`config.mk`:
```
export PLATFORM = sky130hd
export DESIGN_NAME = bicd_core
export DESIGN_NICKNAME = d
export VERILOG_FILES = /design/src/core/bicd_pkg.sv /design/src/core/bicd_core.sv
export VERILOG_INCLUDE_DIRS = /design/src /design/src/core
export SDC_FILE = /design/constraint.sdc
export NUM_CORES = 1
export LEC_CHECK = 0
export BUFFER_PORTS_ARGS = -buffer_cell sky130_fd_sc_hd__buf_2
export CAP_MARGIN = 15
export CORE_ASPECT_RATIO = 1.5
export CORE_UTILIZATION = 57
export CTS_BUF_LIST = sky130_fd_sc_hd__clkbuf_4
export CTS_CLUSTER_DIAMETER = 100
export DETAILED_ROUTE_END_ITERATION = 16
export GPL_ROUTABILITY_DRIVEN = 0
export PLACE_DENSITY = 0.88
export SLEW_MARGIN = 20
export SYNTH_ARGS = -nofsm -noshare
export SYNTH_HDL_FRONTEND = slang
export SYNTH_SLANG_ARGS = --single-unit
```
`constraint.sdc`:
```
create_clock -name ref_clk_i -period 10.44 [get_ports ref_clk_i]
set_clock_uncertainty 0.2 [all_clocks]
set_input_delay 1.566 -clock ref_clk_i [delete_from_list [all_inputs] [get_ports ref_clk_i]]
set_output_delay 1.566 -clock ref_clk_i [all_outputs]
set_load 0.02 [all_outputs]
```
`src/core/bicd_defs.svh`:
```
// Constant definitions for the bridge input command decoder.
// Assumes inclusion by bare name from the package file, whose macros the core module also uses.
`ifndef BICD_DEFS_SVH
`define BICD_DEFS_SVH
`define BICD_OP_CONV_CFG 8'h00
`define BICD_OP_READOUT 8'h01
`define BICD_OP_EXC_SEL 8'h02
`define BICD_OP_NVM_RD 8'h0d
`define BICD_OP_NVM_WR 8'h0e
`define BICD_CHAN_MSB 1
`define BICD_OSR_MSB 31
`define BICD_OSR_LSB 20
`define BICD_SPEED_BIT 19
`define BICD_RSV_MSB 18
`define BICD_OSR_CODE_LO 12'ha01
`define BICD_OSR_CODE_HI 12'ha09
`define BICD_OSR_CODE_MAX 12'ha0f
`define BICD_OSR_IDX_MAX 4'ha
`define BICD_EXC_RESET 8'h00
`define BICD_READOUT_LEN 5'h14
`define BICD_WORD_BYTES 5'h10
`define BICD_RSP_MAX 5'h1a
`define BICD_CFG_BYTES 3'h4
`endif

```
`src/core/bicd_pkg.sv`:
```
// Types shared by the bridge input command decoder.
// Assumes the constant header is on the include path.
`include "bicd_defs.svh"
package bicd_pkg;
  // Decoder states.
  typedef enum logic [2:0] {
    BICD_IDLE,
    BICD_CHAN,
    BICD_CFG,
    BICD_EXC,
    BICD_ADDR,
    BICD_DATA,
    BICD_SEND
  } bicd_state_e;

  // Per-channel conversion setting.
  typedef struct packed {
    logic [3:0] osr_idx;
    logic speed_mult;
  } bicd_conv_s;

  // Request to the calibration memory.
  typedef struct packed {
    logic rd;
    logic wr;
    logic [7:0] addr;
    logic [7:0] data;
  } bicd_nvm_s;
endpackage : bicd_pkg

```
`src/core/bicd_core.sv`:
```
// Command decoder for a four-channel analog sensor input module.
// Assumes a byte stream from the gateway with a one-cycle valid, and a calibration memory that answers reads.
`timescale 1ns/100ps
module bicd_core
  import bicd_pkg::*;
#(
  parameter int NCH = 4
) (
  input wire logic ref_clk_i,
  input wire logic rst_i,
  input wire logic cmd_valid_i,
  input wire logic [7:0] cmd_byte_i,
  input wire logic rsp_ready_i,
  input wire logic [NCH*32-1:0] conv_word_i,
  input wire logic [NCH*8-1:0] sample_num_i,
  input wire logic [7:0] nvm_rdata_i,
  input wire logic nvm_rvalid_i,
  output logic [7:0] rsp_byte_o,
  output logic rsp_valid_o,
  output logic busy_o,
  output logic common_valid_o,
  output logic [7:0] common_byte_o,
  output logic [NCH*5-1:0] conv_cfg_o,
  output logic [7:0] excitation_o,
  output logic [NCH*4-1:0] exc_onehot_o,
  output logic nvm_rd_o,
  output logic nvm_wr_o,
  output logic [7:0] nvm_addr_o,
  output logic [7:0] nvm_wdata_o
);
  // Four channels are documented; the packing of the excitation byte fixes this.
  initial begin
    if (NCH != 4) begin
      $error("bicd_core supports exactly four channels");
    end
  end

  // Whole module state in one packed struct.
  typedef struct packed {
    bicd_state_e st;
    logic is_rd;
    logic [1:0] chan;
    logic [2:0] cfg_cnt;
    logic [31:0] cfg;
    logic [4:0] rsp_idx;
    logic [4:0] rsp_len;
    logic [NCH*32-1:0] snap_w;
    logic [NCH*8-1:0] snap_n;
    logic [7:0] rsp_byte;
    logic rsp_valid;
    logic com_valid;
    logic [7:0] com_byte;
    bicd_conv_s [NCH-1:0] conv;
    logic [7:0] exc;
    logic [NCH*4-1:0] exc_oh;
    bicd_nvm_s nvm;
    // Registered busy flag, so that the busy output comes from a flip-flop.
    logic busy;
  } bicd_reg_s;

  bicd_reg_s cur; // Registered state.
  bicd_reg_s next_cur; // Next value.

  // Maps an oversample code to a compact index; zero marks an unsupported code.
  function automatic logic [3:0] osr_index(input logic [11:0] code);
    if (code >= `BICD_OSR_CODE_LO && code <= `BICD_OSR_CODE_HI) begin
      osr_index = code[3:0];
    end else if (code == `BICD_OSR_CODE_MAX) begin
      osr_index = `BICD_OSR_IDX_MAX;
    end else begin
      osr_index = 4'h0;
    end
  endfunction : osr_index

  // Builds a conversion word so the top two bits are always clear.
  function automatic logic [31:0] fmt_word(input logic [31:0] raw);
    fmt_word = {2'b00, raw[29], raw[28:0]};
  endfunction : fmt_word

  // Picks the reply byte at a given position of the readout message.
  function automatic logic [7:0] readout_byte(input bicd_reg_s s, input logic [4:0] idx);
    logic [31:0] w;
    w = 32'h0;
    if (idx < `BICD_WORD_BYTES) begin
      w = fmt_word(s.snap_w[idx[3:2]*32 +: 32]);
      readout_byte = w[idx[1:0]*8 +: 8];
    end else begin
      readout_byte = s.snap_n[idx[1:0]*8 +: 8];
    end
  endfunction : readout_byte

  // Next-state logic for the decoder.
  always_comb begin
    next_cur = cur;
    next_cur.rsp_valid = 1'b0;
    next_cur.com_valid = 1'b0;
    next_cur.nvm.rd = 1'b0;
    next_cur.nvm.wr = 1'b0;
    case (cur.st)
      // Waiting for an opcode byte.
      BICD_IDLE: begin
        if (cmd_valid_i) begin
          case (cmd_byte_i)
            `BICD_OP_CONV_CFG: next_cur.st = BICD_CHAN;
            `BICD_OP_READOUT: begin
              // Snapshot keeps the reply coherent while it streams out.
              next_cur.snap_w = conv_word_i;
              next_cur.snap_n = sample_num_i;
              next_cur.rsp_idx = 5'h00;
              next_cur.rsp_len = `BICD_READOUT_LEN;
              next_cur.is_rd = 1'b0;
              next_cur.st = BICD_SEND;
            end
            `BICD_OP_EXC_SEL: next_cur.st = BICD_EXC;
            `BICD_OP_NVM_RD: begin
              next_cur.is_rd = 1'b1;
              next_cur.st = BICD_ADDR;
            end
            `BICD_OP_NVM_WR: begin
              next_cur.is_rd = 1'b0;
              next_cur.st = BICD_ADDR;
            end
            default: begin
              // Other opcodes go to the shared common-action logic untouched.
              next_cur.com_valid = 1'b1;
              next_cur.com_byte = cmd_byte_i;
            end
          endcase
        end
      end
      // Channel byte; upper bits are the sender's to keep clear.
      BICD_CHAN: begin
        if (cmd_valid_i) begin
          next_cur.chan = cmd_byte_i[`BICD_CHAN_MSB:0];
          next_cur.cfg_cnt = 3'h0;
          next_cur.st = BICD_CFG;
        end
      end
      // Four configuration bytes, least significant first.
      BICD_CFG: begin
        if (cmd_valid_i) begin
          next_cur.cfg = {cmd_byte_i, cur.cfg[31:8]};
          next_cur.cfg_cnt = cur.cfg_cnt + 3'h1;
          if (cur.cfg_cnt == `BICD_CFG_BYTES - 3'h1) begin
            // The shifted copy already holds the whole value, so fields are taken at their own positions.
            // Low bits are reserved and simply ignored here; a sender that sets them changes nothing.
            next_cur.conv[cur.chan].osr_idx = osr_index(next_cur.cfg[`BICD_OSR_MSB:`BICD_OSR_LSB]);
            next_cur.conv[cur.chan].speed_mult = next_cur.cfg[`BICD_SPEED_BIT];
            next_cur.st = BICD_IDLE;
          end
        end
      end
      // Single excitation byte updates all channels at once.
      BICD_EXC: begin
        if (cmd_valid_i) begin
          next_cur.exc = cmd_byte_i;
          for (int i = 0; i < NCH; i++) begin
            next_cur.exc_oh[i*4 +: 4] = 4'h1 << cmd_byte_i[i*2 +: 2];
          end
          next_cur.st = BICD_IDLE;
        end
      end
      // Memory address byte.
      BICD_ADDR: begin
        if (cmd_valid_i) begin
          next_cur.nvm.addr = cmd_byte_i;
          if (cur.is_rd) begin
            next_cur.nvm.rd = 1'b1;
            next_cur.rsp_len = 5'h01;
            next_cur.rsp_idx = 5'h00;
            next_cur.st = BICD_SEND;
          end else begin
            next_cur.st = BICD_DATA;
          end
        end
      end
      // Memory write data byte.
      BICD_DATA: begin
        if (cmd_valid_i) begin
          next_cur.nvm.data = cmd_byte_i;
          next_cur.nvm.wr = 1'b1;
          next_cur.st = BICD_IDLE;
        end
      end
      // Streams the reply; a memory read waits for its data.
      BICD_SEND: begin
        if (rsp_ready_i && !cur.rsp_valid) begin
          if (cur.is_rd) begin
            if (nvm_rvalid_i) begin
              next_cur.rsp_byte = nvm_rdata_i;
              next_cur.rsp_valid = 1'b1;
              next_cur.is_rd = 1'b0;
              next_cur.st = BICD_IDLE;
            end
          end else begin
            next_cur.rsp_byte = readout_byte(cur, cur.rsp_idx);
            next_cur.rsp_valid = 1'b1;
            next_cur.rsp_idx = cur.rsp_idx + 5'h01;
            if (cur.rsp_idx == cur.rsp_len - 5'h01) begin
              next_cur.st = BICD_IDLE;
            end
          end
        end
      end
      default: next_cur.st = BICD_IDLE;
    endcase
    // Busy follows the next state, so it falls on the edge that ends the action.
    next_cur.busy = (next_cur.st != BICD_IDLE);
  end

  // State register; every reset source arrives on rst_i.
  always_ff @(posedge ref_clk_i or posedge rst_i) begin
    if (rst_i) begin
      cur <= '0;
      cur.exc <= `BICD_EXC_RESET;
      cur.exc_oh <= {NCH{4'h1}};
    end else begin
      cur <= next_cur;
    end
  end

  // Outputs straight from the state flip-flops.
  assign rsp_byte_o = cur.rsp_byte;
  assign rsp_valid_o = cur.rsp_valid;
  assign busy_o = cur.busy;
  assign common_valid_o = cur.com_valid;
  assign common_byte_o = cur.com_byte;
  assign conv_cfg_o = cur.conv;
  assign excitation_o = cur.exc;
  assign exc_onehot_o = cur.exc_oh;
  assign nvm_rd_o = cur.nvm.rd;
  assign nvm_wr_o = cur.nvm.wr;
  assign nvm_addr_o = cur.nvm.addr;
  assign nvm_wdata_o = cur.nvm.data;

  // Replies never exceed the message limit.
  AST_RSP_LEN: assert property (@(posedge ref_clk_i) disable iff (rst_i)
    cur.rsp_len <= `BICD_RSP_MAX) else $error("reply length too large");
  // Top bits of the sent word are zero.
  AST_TOP_ZERO: assert property (@(posedge ref_clk_i) disable iff (rst_i)
    (cur.st == BICD_SEND && !cur.is_rd && rsp_ready_i && !cur.rsp_valid && cur.rsp_idx[1:0] == 2'h3
     && cur.rsp_idx < `BICD_WORD_BYTES) |=> rsp_valid_o && rsp_byte_o[7:6] == 2'b00)
    else $error("conversion word top bits set");
  // Excitation changes only through its action.
  AST_EXC_HOLD: assert property (@(posedge ref_clk_i) disable iff (rst_i)
    (cur.st != BICD_EXC) |=> $stable(excitation_o)) else $error("excitation changed");
  // Write pulse follows the data byte.
  AST_NVM_WR: assert property (@(posedge ref_clk_i) disable iff (rst_i)
    (cur.st == BICD_DATA && cmd_valid_i) |=> nvm_wr_o && nvm_wdata_o == $past(cmd_byte_i))
    else $error("memory write missing");
  // Unknown opcode leaves settings alone.
  AST_UNKNOWN: assert property (@(posedge ref_clk_i) disable iff (rst_i)
    (cur.st == BICD_IDLE && cmd_valid_i && cmd_byte_i > `BICD_OP_NVM_WR) |=>
    common_valid_o && $stable(conv_cfg_o) && !nvm_wr_o) else $error("unknown opcode acted");
  // Read opcode then address yields a read strobe.
  AST_NVM_RD: assert property (@(posedge ref_clk_i) disable iff (rst_i)
    (cur.st == BICD_ADDR && cur.is_rd && cmd_valid_i) |=> nvm_rd_o) else $error("no read strobe");
  // Readout opcode enters sending with twenty bytes.
  AST_READOUT: assert property (@(posedge ref_clk_i) disable iff (rst_i)
    (cur.st == BICD_IDLE && cmd_valid_i && cmd_byte_i == `BICD_OP_READOUT) |=>
    cur.st == BICD_SEND && cur.rsp_len == `BICD_READOUT_LEN) else $error("readout not started");
  // Channel 0 one-hot matches its field of the excitation byte.
  AST_EXC_DEC: assert property (@(posedge ref_clk_i) disable iff (rst_i)
    exc_onehot_o[3:0] == (4'h1 << excitation_o[1:0])) else $error("excitation decode wrong");
  // The assertions below tie each action to the outputs it must leave behind.
  // They are written against the state register so that a wrong decode shows at the edge where it happens.
  // A failure names the rule that broke, which keeps the search short when a bench row goes wrong.
  // Speed bit lands on the addressed channel from bit 19 of the assembled value.
  // Bit 19 sits eight places higher in the shift register while the last byte is still on the bus.
  AST_SPEED: assert property (@(posedge ref_clk_i) disable iff (rst_i)
    (cur.st == BICD_CFG && cmd_valid_i && cur.cfg_cnt == `BICD_CFG_BYTES - 3'h1) |=>
    cur.conv[$past(cur.chan)].speed_mult == $past(cur.cfg[`BICD_SPEED_BIT + 8])) else $error("speed bit wrong");
  // Memory read data is passed on unchanged in the cycle after it arrives.
  // The reply path must be free, otherwise the byte is not taken and the decoder waits for nvm_rvalid_i again.
  AST_RD_REPLY: assert property (@(posedge ref_clk_i) disable iff (rst_i)
    (cur.st == BICD_SEND && cur.is_rd && rsp_ready_i && !cur.rsp_valid && nvm_rvalid_i) |=>
    rsp_valid_o && rsp_byte_o == $past(nvm_rdata_i)) else $error("memory read reply wrong");
  // The excitation byte is stored whole when its parameter arrives.
  AST_EXC_SET: assert property (@(posedge ref_clk_i) disable iff (rst_i)
    (cur.st == BICD_EXC && cmd_valid_i) |=> excitation_o == $past(cmd_byte_i))
    else $error("excitation not stored");
  // A readout keeps the decoder busy until its last byte has left.
  AST_BUSY: assert property (@(posedge ref_clk_i) disable iff (rst_i)
    (cur.st == BICD_IDLE && cmd_valid_i && cmd_byte_i == `BICD_OP_READOUT) |=> busy_o)
    else $error("busy missing during readout");
  // A write strobe only ever follows a data byte, never an address or a read.
  // A stray strobe would cost a slow memory write and could overwrite calibration data.
  AST_WR_SRC: assert property (@(posedge ref_clk_i) disable iff (rst_i)
    nvm_wr_o |-> $past(cur.st) == BICD_DATA) else $error("stray memory write");
  // Sample numbers follow the words and are never formatted like them.
  AST_SAMPLE: assert property (@(posedge ref_clk_i) disable iff (rst_i)
    (cur.st == BICD_SEND && !cur.is_rd && rsp_ready_i && !cur.rsp_valid && cur.rsp_idx >= `BICD_WORD_BYTES) |=>
    rsp_valid_o) else $error("sample number not sent");
  // Main scenarios that the bench is expected to reach.
  COV_READOUT: cover property (@(posedge ref_clk_i) cur.st == BICD_SEND && !cur.is_rd);
  COV_CFG: cover property (@(posedge ref_clk_i) cur.st == BICD_CFG && cmd_valid_i && cur.cfg_cnt == 3'h3);
  COV_EXC: cover property (@(posedge ref_clk_i) cur.st == BICD_EXC && cmd_valid_i);
  COV_WRITE: cover property (@(posedge ref_clk_i) nvm_wr_o);
  COV_READ: cover property (@(posedge ref_clk_i) nvm_rd_o);
endmodule : bicd_core

```
Word-level counts from Yosys, hierarchy flattened:

Cells that the tools add are included.

* $add $sub $neg: 3
* magnitude comparators: 5
* eq/ne operators: 23
* shifts and indexed selects: 7
* multiplexer cells: 51
* bitwise operators: 1
* reductions and logical operators: 28

Operator list (number)
* 2-to-1 mux 170 bit: 2
* variable part select 128 x 8 -> 30 bit: 1
* variable part select 32 x 6 -> 8 bit: 2
* 2-to-1 mux 9 bit: 5
* bitwise mux 20 bit: 2
* 2-to-1 mux 35 bit: 1
* 2-to-1 mux 4 bit: 8
* 2-to-1 mux 3 bit: 8
* demux 5 bit (select 2 bit): 2
* 2-to-1 mux 10 bit: 2
* one-hot mux 3 bit (6 select lines): 1
* == test 8 x 4 -> 1 bit (second input constant): 2
* != test 2 bit (second input constant): 8
* left shift 1 x 2 -> 4 bit (first input constant): 4
* 2-to-1 mux 5 bit: 3
* one-hot mux 5 bit (3 select lines): 1
* AND reduction 3 bit: 5
* == test 12 bit (second input constant): 1
* >= comparator 12 bit (second input constant): 1
* <= comparator 12 bit (second input constant): 1
* one-hot mux 3 bit (4 select lines): 1
* one-hot mux 5 bit (2 select lines): 1
* AND reduction 2 bit: 5
* == test 3 x 2 -> 1 bit (second input constant): 3
* 30 further kinds: 48

* bits in registers: 292
* bits of input ports: 181
* output and inout bits: 81
* word-level logic and storage cells: 146

Logic depth before layout (Yosys ltp):

Gate-level depths: netlist (run 1).

* depth in word-level cells: 8
* mapped depth: 8
* mapped depth without buffers: 7

Worst setup path before layout (run 1):

No wires, ideal clock.

* kind: input -> register
* start point: input port cmd_byte_i[4]
* end point: register cur[248] (netlist bit)
* setup time: 120 ps
* arrival time: 3005 ps
* data required time: 10120 ps
* setup slack: 7115 ps
* stages: 6
* buffers on the path: 1
* cell sequence: or4_1 -> or4_4 -> buf_6 -> nand3_2 -> a21oi_1 -> a31o_1

* word-level cells in the longest chain between the ends: 3

RTL lines
* start, declared: RTL line bicd_core.sv:12 `input wire logic [7:0] cmd_byte_i,`
* == test 8 x 1 -> 1 bit: RTL line bicd_core.sv:103 `case (cmd_byte_i)`
* != test 2 x 1 -> 1 bit (no source line)
* AND reduction 7 bit (no source line)
* end signal, assigned: RTL line bicd_core.sv:218 `cur <= next_cur;`
* end, declared: RTL line bicd_core.sv:61 `bicd_reg_s cur;`

No other way between the ends.
A chain may end at the register's enable or synchronous reset.

Worst setup path after layout (run 1):

Same ends and word-level chain as after synthesis.

==> key figures, run 1 <==
Outcome
  – Run status: finished clean

Finish
  – Commonest non-fill, non-tap cell in the layout: nand2_1
  – Post-Route Utilization: 64.70%
  – Area of the multi-input gates: 4802 um^2
  – Most frequent cells in the layout: nand2_1 (520), buf_2 (253), dfrtp_1 (248)
  – NumNets Final: 1598
  – Total area of sequential cells: 6364 um^2
  – Layout Cell Area excl Fill: 13580 um^2
  – P&R area growth vs syn: 11.96%
  – Filler cells: 1646
  – Share of layout cells above drive strength 1: 31.93%

Placement
  – Number of port buffers: 253
  – DP Wirelength: 19.80 mm
  – Placed Area: 12890 um^2

Worst setup path
  – Slowest cell delay on critical path: 0.77 ns
  – Worst path slowest cell: buf_4
  – Critical path's most frequent cell: buf_4
  – FF-to-FF Start: cur[289]$_DFF_PP0_
  – Worst setup path class: input pin to flop
  – CP endpoint kind: flop
  – Worst-path fanout max: 88
  – R2R setup slack: 6.84 ns
  – Crit path from: cmd_byte_i[4]
  – Critical Path RT: 10.80 ns
  – CP cell instances: buf_2 -> or4_1 -> nor4_4 -> buf_4 -> buf_4 -> nor3_1 -> a31o_1
  – Worst Path Arrival: 4.32 ns
  – Crit start category: input pin

STA
  – Final worst path period need: 3.958 ns
  – Fin Setup TNS: 0 ns
  – Final Hold Viols: 0
  – Relative slew slack: 34.97%
  – Final Cycle Share: 37.92%
  – Fin. max-slew vios: 0
  – Achievable Freq: 252.6 MHz
  – Final setup violation count: 0
  – Worst-Margin Slew: 0.9754 ns
  – RSZ-0062 raised after global routing: false

Routing
  – Drt pass-1 iters: 5
  – Drt total wl: 28.34 mm
  – DR WL/cell: 16.48 um
  – Vias: 9219
  – Post-route DRC: 0
  – Initial DRC Count: 524
  – Post-DRT Antenna Nets: 0
  – Via density per instance: 5.360

Clock network
  – H-tree depth: 2
  – Num CTS Buffers: 58
  – Clock transition at path regs: 0.06 ns
  – Clk_lat worst skew: 0.68 ns
  – Clock sink count: 254
  – Post-CTS resize count: 0
  – TritonCTS clock tree: done
  – Maximum buffer depth of the clock tree: 3
  – Clk root buf: clkbuf_4
  – Hold-fix buffers, CTS: 0
  – Post-CTS Setup Bufs: 0

Logic synthesis
  – Yosys cell types: 57
  – Sequential area share after synthesis: 52.46%
  – Mapped Avg Cell Area: 9.810 um^2
  – Syn Nets: 1422
  – Main synth FF type: dfrtp_1
  – Synth Instances: 1236
  – Post-synth EDFFs: 0
  – Synth warn: 0
  – Synth Register Bits: 254
  – Asr flop ratio synth: 100.0%
  – Mapped Area: 12130 um^2

Global route
  – GRT overflow: 0
  – Initial antenna violation count: 5
  – Global-route wire length before repair: 46.02 mm
  – Vias in the first global route: 9510
  – GRT Util Overall: 26.78%
  – Largest net degree at the start of global routing: 101

Die
  – Boundary Pins: 262
  – Die Area: 21870 um^2
  – Row Count: 65
  – Area of the core: 20980 um^2
  – Die X: 121.1 um
  – Die Height: 180.6 um
  – Initial cell density of the core: 57.79%

Power and ir drop
  – Max IR drop VDD: 0.00009483 V
  – Leakage: 0.007310 uW
  – Pwr dens: 187.5 nW/um^2

Min path
  – Hold path startpoint: cur[90]$_DFFE_PP0P_
  – Hold Crit Class: flop to flop

Flow run
  – Number of max-cap violations: 0
-- final cells by class --
type / instances / area share [%]
Clock inverter: 17 / 0.5806
Timing Repair Buffer: 264 / 9.963
Inverter: 10 / 0.3318
Antenna cell: 5 / 0.09217
Sequential cell: 254 / 46.88
Clock buffer: 78 / 4.313
Tap cell: 268 / 2.470
Multi-Input combinational cell: 824 / 35.37
-- flip-flops by register name (all words and copies together), names as in the netlist --
register,cells
excitation_o,8
common_valid_o,1
nvm_wdata_o,8
conv_cfg_o,20
common_byte_o,8
exc_onehot_o,16
rsp_valid_o,1
busy_o,1
rsp_byte_o,8
nvm_rd_o,1
cur,173
nvm_wr_o,1
nvm_addr_o,8
-- metal layers --
metal  wire (um)  up-vias  track usage (%)
met1       10400     4428            30.64
met5           0        -                0
met2       14980      334            46.08
met4        1355        0            16.00
li1            -     4380                -
met3        1611       77            5.000
-- cell usage after synthesis, drive strengths merged, types with 2 or more instances --
| cell | n | area share, % |
|---|---|---|
| mux2 | 59 | 5.5 |
| or4 | 2 | 0.15 |
| nor2 | 24 | 0.74 |
| a22oi | 2 | 0.12 |
| a31oi | 7 | 0.36 |
| nor4bb | 2 | 0.17 |
| a211oi | 10 | 0.62 |
| a21o | 2 | 0.12 |
| mux4 | 34 | 6.3 |
| xor2 | 3 | 0.22 |
| or2 | 4 | 0.21 |
| inv | 9 | 0.28 |
| o22ai | 3 | 0.15 |
| and2 | 2 | 0.10 |
| nand2 | 520 | 16 |
| nor3b | 5 | 0.31 |
| nand4 | 3 | 0.15 |
| a21oi | 18 | 0.74 |
| ha | 5 | 0.52 |
| nand3 | 17 | 0.74 |
| dfstp | 4 | 0.87 |
| nand4b | 3 | 0.22 |
| a22o | 4 | 0.29 |
| xnor2 | 2 | 0.14 |
| a31o | 2 | 0.14 |
| clkbuf | 26 | 0.80 |
| nor3 | 7 | 0.29 |
| nand3b | 4 | 0.25 |
| o211ai | 2 | 0.12 |
| buf | 122 | 7.0 |
| nor2b | 6 | 0.31 |
| nand2b | 16 | 0.83 |
| mux2i | 9 | 0.74 |
| nor4 | 6 | 0.46 |
| o31ai | 7 | 0.43 |
| dfrtp | 250 | 52 |
| o21ai | 22 | 0.91 |
-- where the power goes --
part | total, uW | leakage [uW] | switching [uW] | internal, uW
sequential | 1240 | 0.00342 | 102 | 1140
clock | 716 | 0.000400 | 370 | 346
combinational | 590 | 0.00349 | 352 | 239
-- worst max-delay path: cells and delay by family --
family | cells | cell delay (ns)
buffers and inverters | 3 | 1.54
and+or+nand+nor | 3 | 0.94
AOI/OAI and AO/OA | 1 | 0.25
-- logic make-up after synthesis --
logic type | share of synthesized area, %
compound gates | 4.582
simple gates | 21.41
mux | 12.54
fa+ha+maj | 0.5159
buf+inv | 8.131
flops | 52.46
xor+xnor | 0.3612
-- path summary, 6_finish.rpt --
check                                       endpoint  cells past startpoint
max                             cur[248]$_DFFE_PP0P_                      7
max reg2reg                     cur[248]$_DFFE_PP0P_                      6
min                              cur[90]$_DFFE_PP0P_                      2
max in group asynchronous       cur[201]$_DFFE_PP0P_                      3
min reg2reg                      cur[90]$_DFFE_PP0P_                      2
min in group asynchronous  nvm_addr_o[1]$_DFFE_PP0P_                      2
-- per-stage QoR --
step           hold slack, ns  worst slack (ns)  total power, uW  cells
3_3_place_gp           0.2514             5.815             1818   1620
4_1_cts                0.2751             6.517             2569   1715
2_1_floorplan          0.2379             1.696             1764   1236
3_5_place_dp           0.2573             5.778             1850   1620
5_1_grt                0.2897             6.261             2691   1720
6_report               0.2727             6.482             2545   1720
No activity file was read; power rests on OpenSTA's default activity.
==> inputs of run 2 (changes only) <==
==> constraint.sdc (replaced) <==
create_clock -name ref_clk_i -period 4.15 [get_ports ref_clk_i]
set_clock_uncertainty 0.2 [all_clocks]
set_input_delay 0.6225 -clock ref_clk_i [delete_from_list [all_inputs] [get_ports ref_clk_i]]
set_output_delay 0.6225 -clock ref_clk_i [all_outputs]
set_load 0.02 [all_outputs]
==> run 2 against run 1 <==
  * Cell count is 10% higher
  * Combinational power grew to 2.7 times the previous value
  * Flip-flop and latch count stayed put
  * Final area is 13% higher
  * Largest cell class unchanged
  * Setup slack worse by 5.5 ns
  * Critical path type is now flop to flop
==> key figures, run 2 (synthesis results as in run 1) <==
Worst setup path
  – Worst Path Arrival: 3.51 ns
  – Critical Path End: cur[229]$_DFFE_PP0P_
  – R2R setup slack: 0.97 ns
  – Reg-to-reg endpoint: cur[229]$_DFFE_PP0P_
  – Worst-path fanout max: 110
  – Crit start category: flop
  – Crit path from: cur[289]$_DFF_PP0_
  – Worst setup path class: flop to flop
  – FF-to-FF Start: cur[289]$_DFF_PP0_
  – R2R depth: 5
  – Critical Path RT: 4.48 ns
  – CP endpoint kind: flop

STA
  – Hold Slack: 0.03293 ns
  – Relative slew slack: 27.50%
  – Fin. max-slew vios: 0
  – Achievable Freq: 314.2 MHz
  – RSZ-0062 raised after global routing: false
  – Worst-Margin Slew: 1.085 ns
  – Final Hold Viols: 0
  – Final worst path period need: 3.182 ns
  – Setup ws final: 0.9676 ns
  – Final Cycle Share: 76.68%
  – Final setup violation count: 0

Routing
  – Post-route DRC: 0
  – Drt total wl: 39.28 mm
  – DR WL/cell: 20.74 um
  – Post-DRT Antenna Nets: 0
  – Drt pass-1 iters: 7
  – Via density per instance: 5.800
  – Vias: 10990
  – Initial DRC Count: 990

Placement
  – Place WS: 0.9966 ns
  – Placed Area: 12970 um^2
  – Number of port buffers: 253
  – DP Wirelength: 20.09 mm

Global route
  – Global-route wire length before repair: 60.71 mm
  – GRT Util Overall: 36.84%
  – Largest net degree at the start of global routing: 111
  – Initial antenna violation count: 8
  – GRT overflow: 0
  – Vias in the first global route: 11410

Finish
  – Biggest register: cur
  – Filler cells: 1335
  – Commonest non-fill, non-tap cell in the layout: nand2_1
  – Max reg flops: 173
  – NumNets Final: 1756
  – Layout Cell Area excl Fill: 15330 um^2
  – P&R area growth vs syn: 26.43%
  – Share of layout cells above drive strength 1: 29.22%
  – Area of the multi-input gates: 4793 um^2
  – Total area of sequential cells: 6364 um^2
  – Post-Route Utilization: 73.06%
  – Most frequent cells in the layout: nand2_1 (520), buf_2 (253), dfrtp_1 (248)

Clock network
  – Clk root buf: clkbuf_4
  – Clock sink count: 254
  – Num CTS Buffers: 58
  – Clock transition at path regs: 0.08 ns
  – Maximum buffer depth of the clock tree: 3
  – TritonCTS clock tree: done
  – H-tree depth: 2
  – Clk_lat worst skew: 0.72 ns

Power and ir drop
  – Pwr dens: 450.5 nW/um^2
  – Max IR drop VDD: 0.0003030 V
  – Leakage: 0.008049 uW

Flow run
  – Number of max-cap violations: 0

Outcome
  – Run status: finished clean

Die
  – Row Count: 65
  – Area of the core: 20980 um^2
  – Boundary Pins: 262
  – Die X: 121.1 um
  – Initial cell density of the core: 57.79%
  – Die Height: 180.6 um
  – Die Area: 21870 um^2

Min path
  – Hold Crit Class: input pin to flop
-- run 2: report_power, final --
part	internal, uW	switching [uW]
Sequential	2860	299
Clock	1100	1040
Combinational	699	909
Total	4660	2250
-- run 2: layout make-up --
type | instances | area share, %
Tap cell | 268 | 2.187
Timing Repair Buffer | 422 | 19.46
Sequential cell | 254 | 41.51
Multi-Input combinational cell | 824 | 31.27
Clock buffer | 89 | 4.358
Inverter | 10 | 0.2693
Clock inverter | 20 | 0.8325
Antenna cell | 7 | 0.1143
-- run 2: worst max-delay path: stages, from the launching register on --
cell and delay, ns:
dfrtp_1 0.63, or4b_4 0.64, or4_4 0.80, buf_12 0.33, nand2_1 0.17, nand2_1 0.20
-- run 2: worst min-delay path by stage --
stage / startpoint / end / slack [ns] / cells past startpoint
2_1_floorplan: cur[120]$_DFFE_PP0P_ / cur[120]$_DFFE_PP0P_ / 0.24 / 2
3_3_place_gp: cur[120]$_DFFE_PP0P_ / cur[120]$_DFFE_PP0P_ / 0.25 / 2
3_5_place_dp: cur[232]$_DFFE_PP0P_ / cur[232]$_DFFE_PP0P_ / 0.26 / 2
4_1_cts: nvm_rdata_i[0] / rsp_byte_o[0]$_DFFE_PP0P_ / 0.005 / 3
5_1_grt: nvm_rdata_i[5] / rsp_byte_o[5]$_DFFE_PP0P_ / 0.03 / 3
6_report: nvm_rdata_i[3] / rsp_byte_o[3]$_DFFE_PP0P_ / 0.03 / 3
-- run 2: what timing repair did --
| action | CTS | global route |
|---|---|---|
| hold buffers | 154 | 0 |
| endpoints found under the hold margin | 160 | 0 |
| setup buffers | 0 | 0 |
| gates resized for setup | 0 | 0 |
-- run 2: layer usage --
| metal | vias to the layer above | share of wire [%] | track usage [%] |
|---|---|---|---|
| met4 | 2 | 7.9 | 25.78 |
| met2 | 765 | 50 | 61.97 |
| met3 | 280 | 8.6 | 9.146 |
| met1 | 5235 | 33 | 40.27 |
| li1 | 4704 | - | - |
| met5 | - | 0.028 | 0 |
-- run 2: stage by stage --
stage	power, uW	setup TNS, ns	cells
global placement	4575	0	1624
global route	7215	0	1893
floorplan	4440	-3.221	1236
CTS	6844	0	1887
detailed placement	4652	0	1624
finish	6906	0	1894
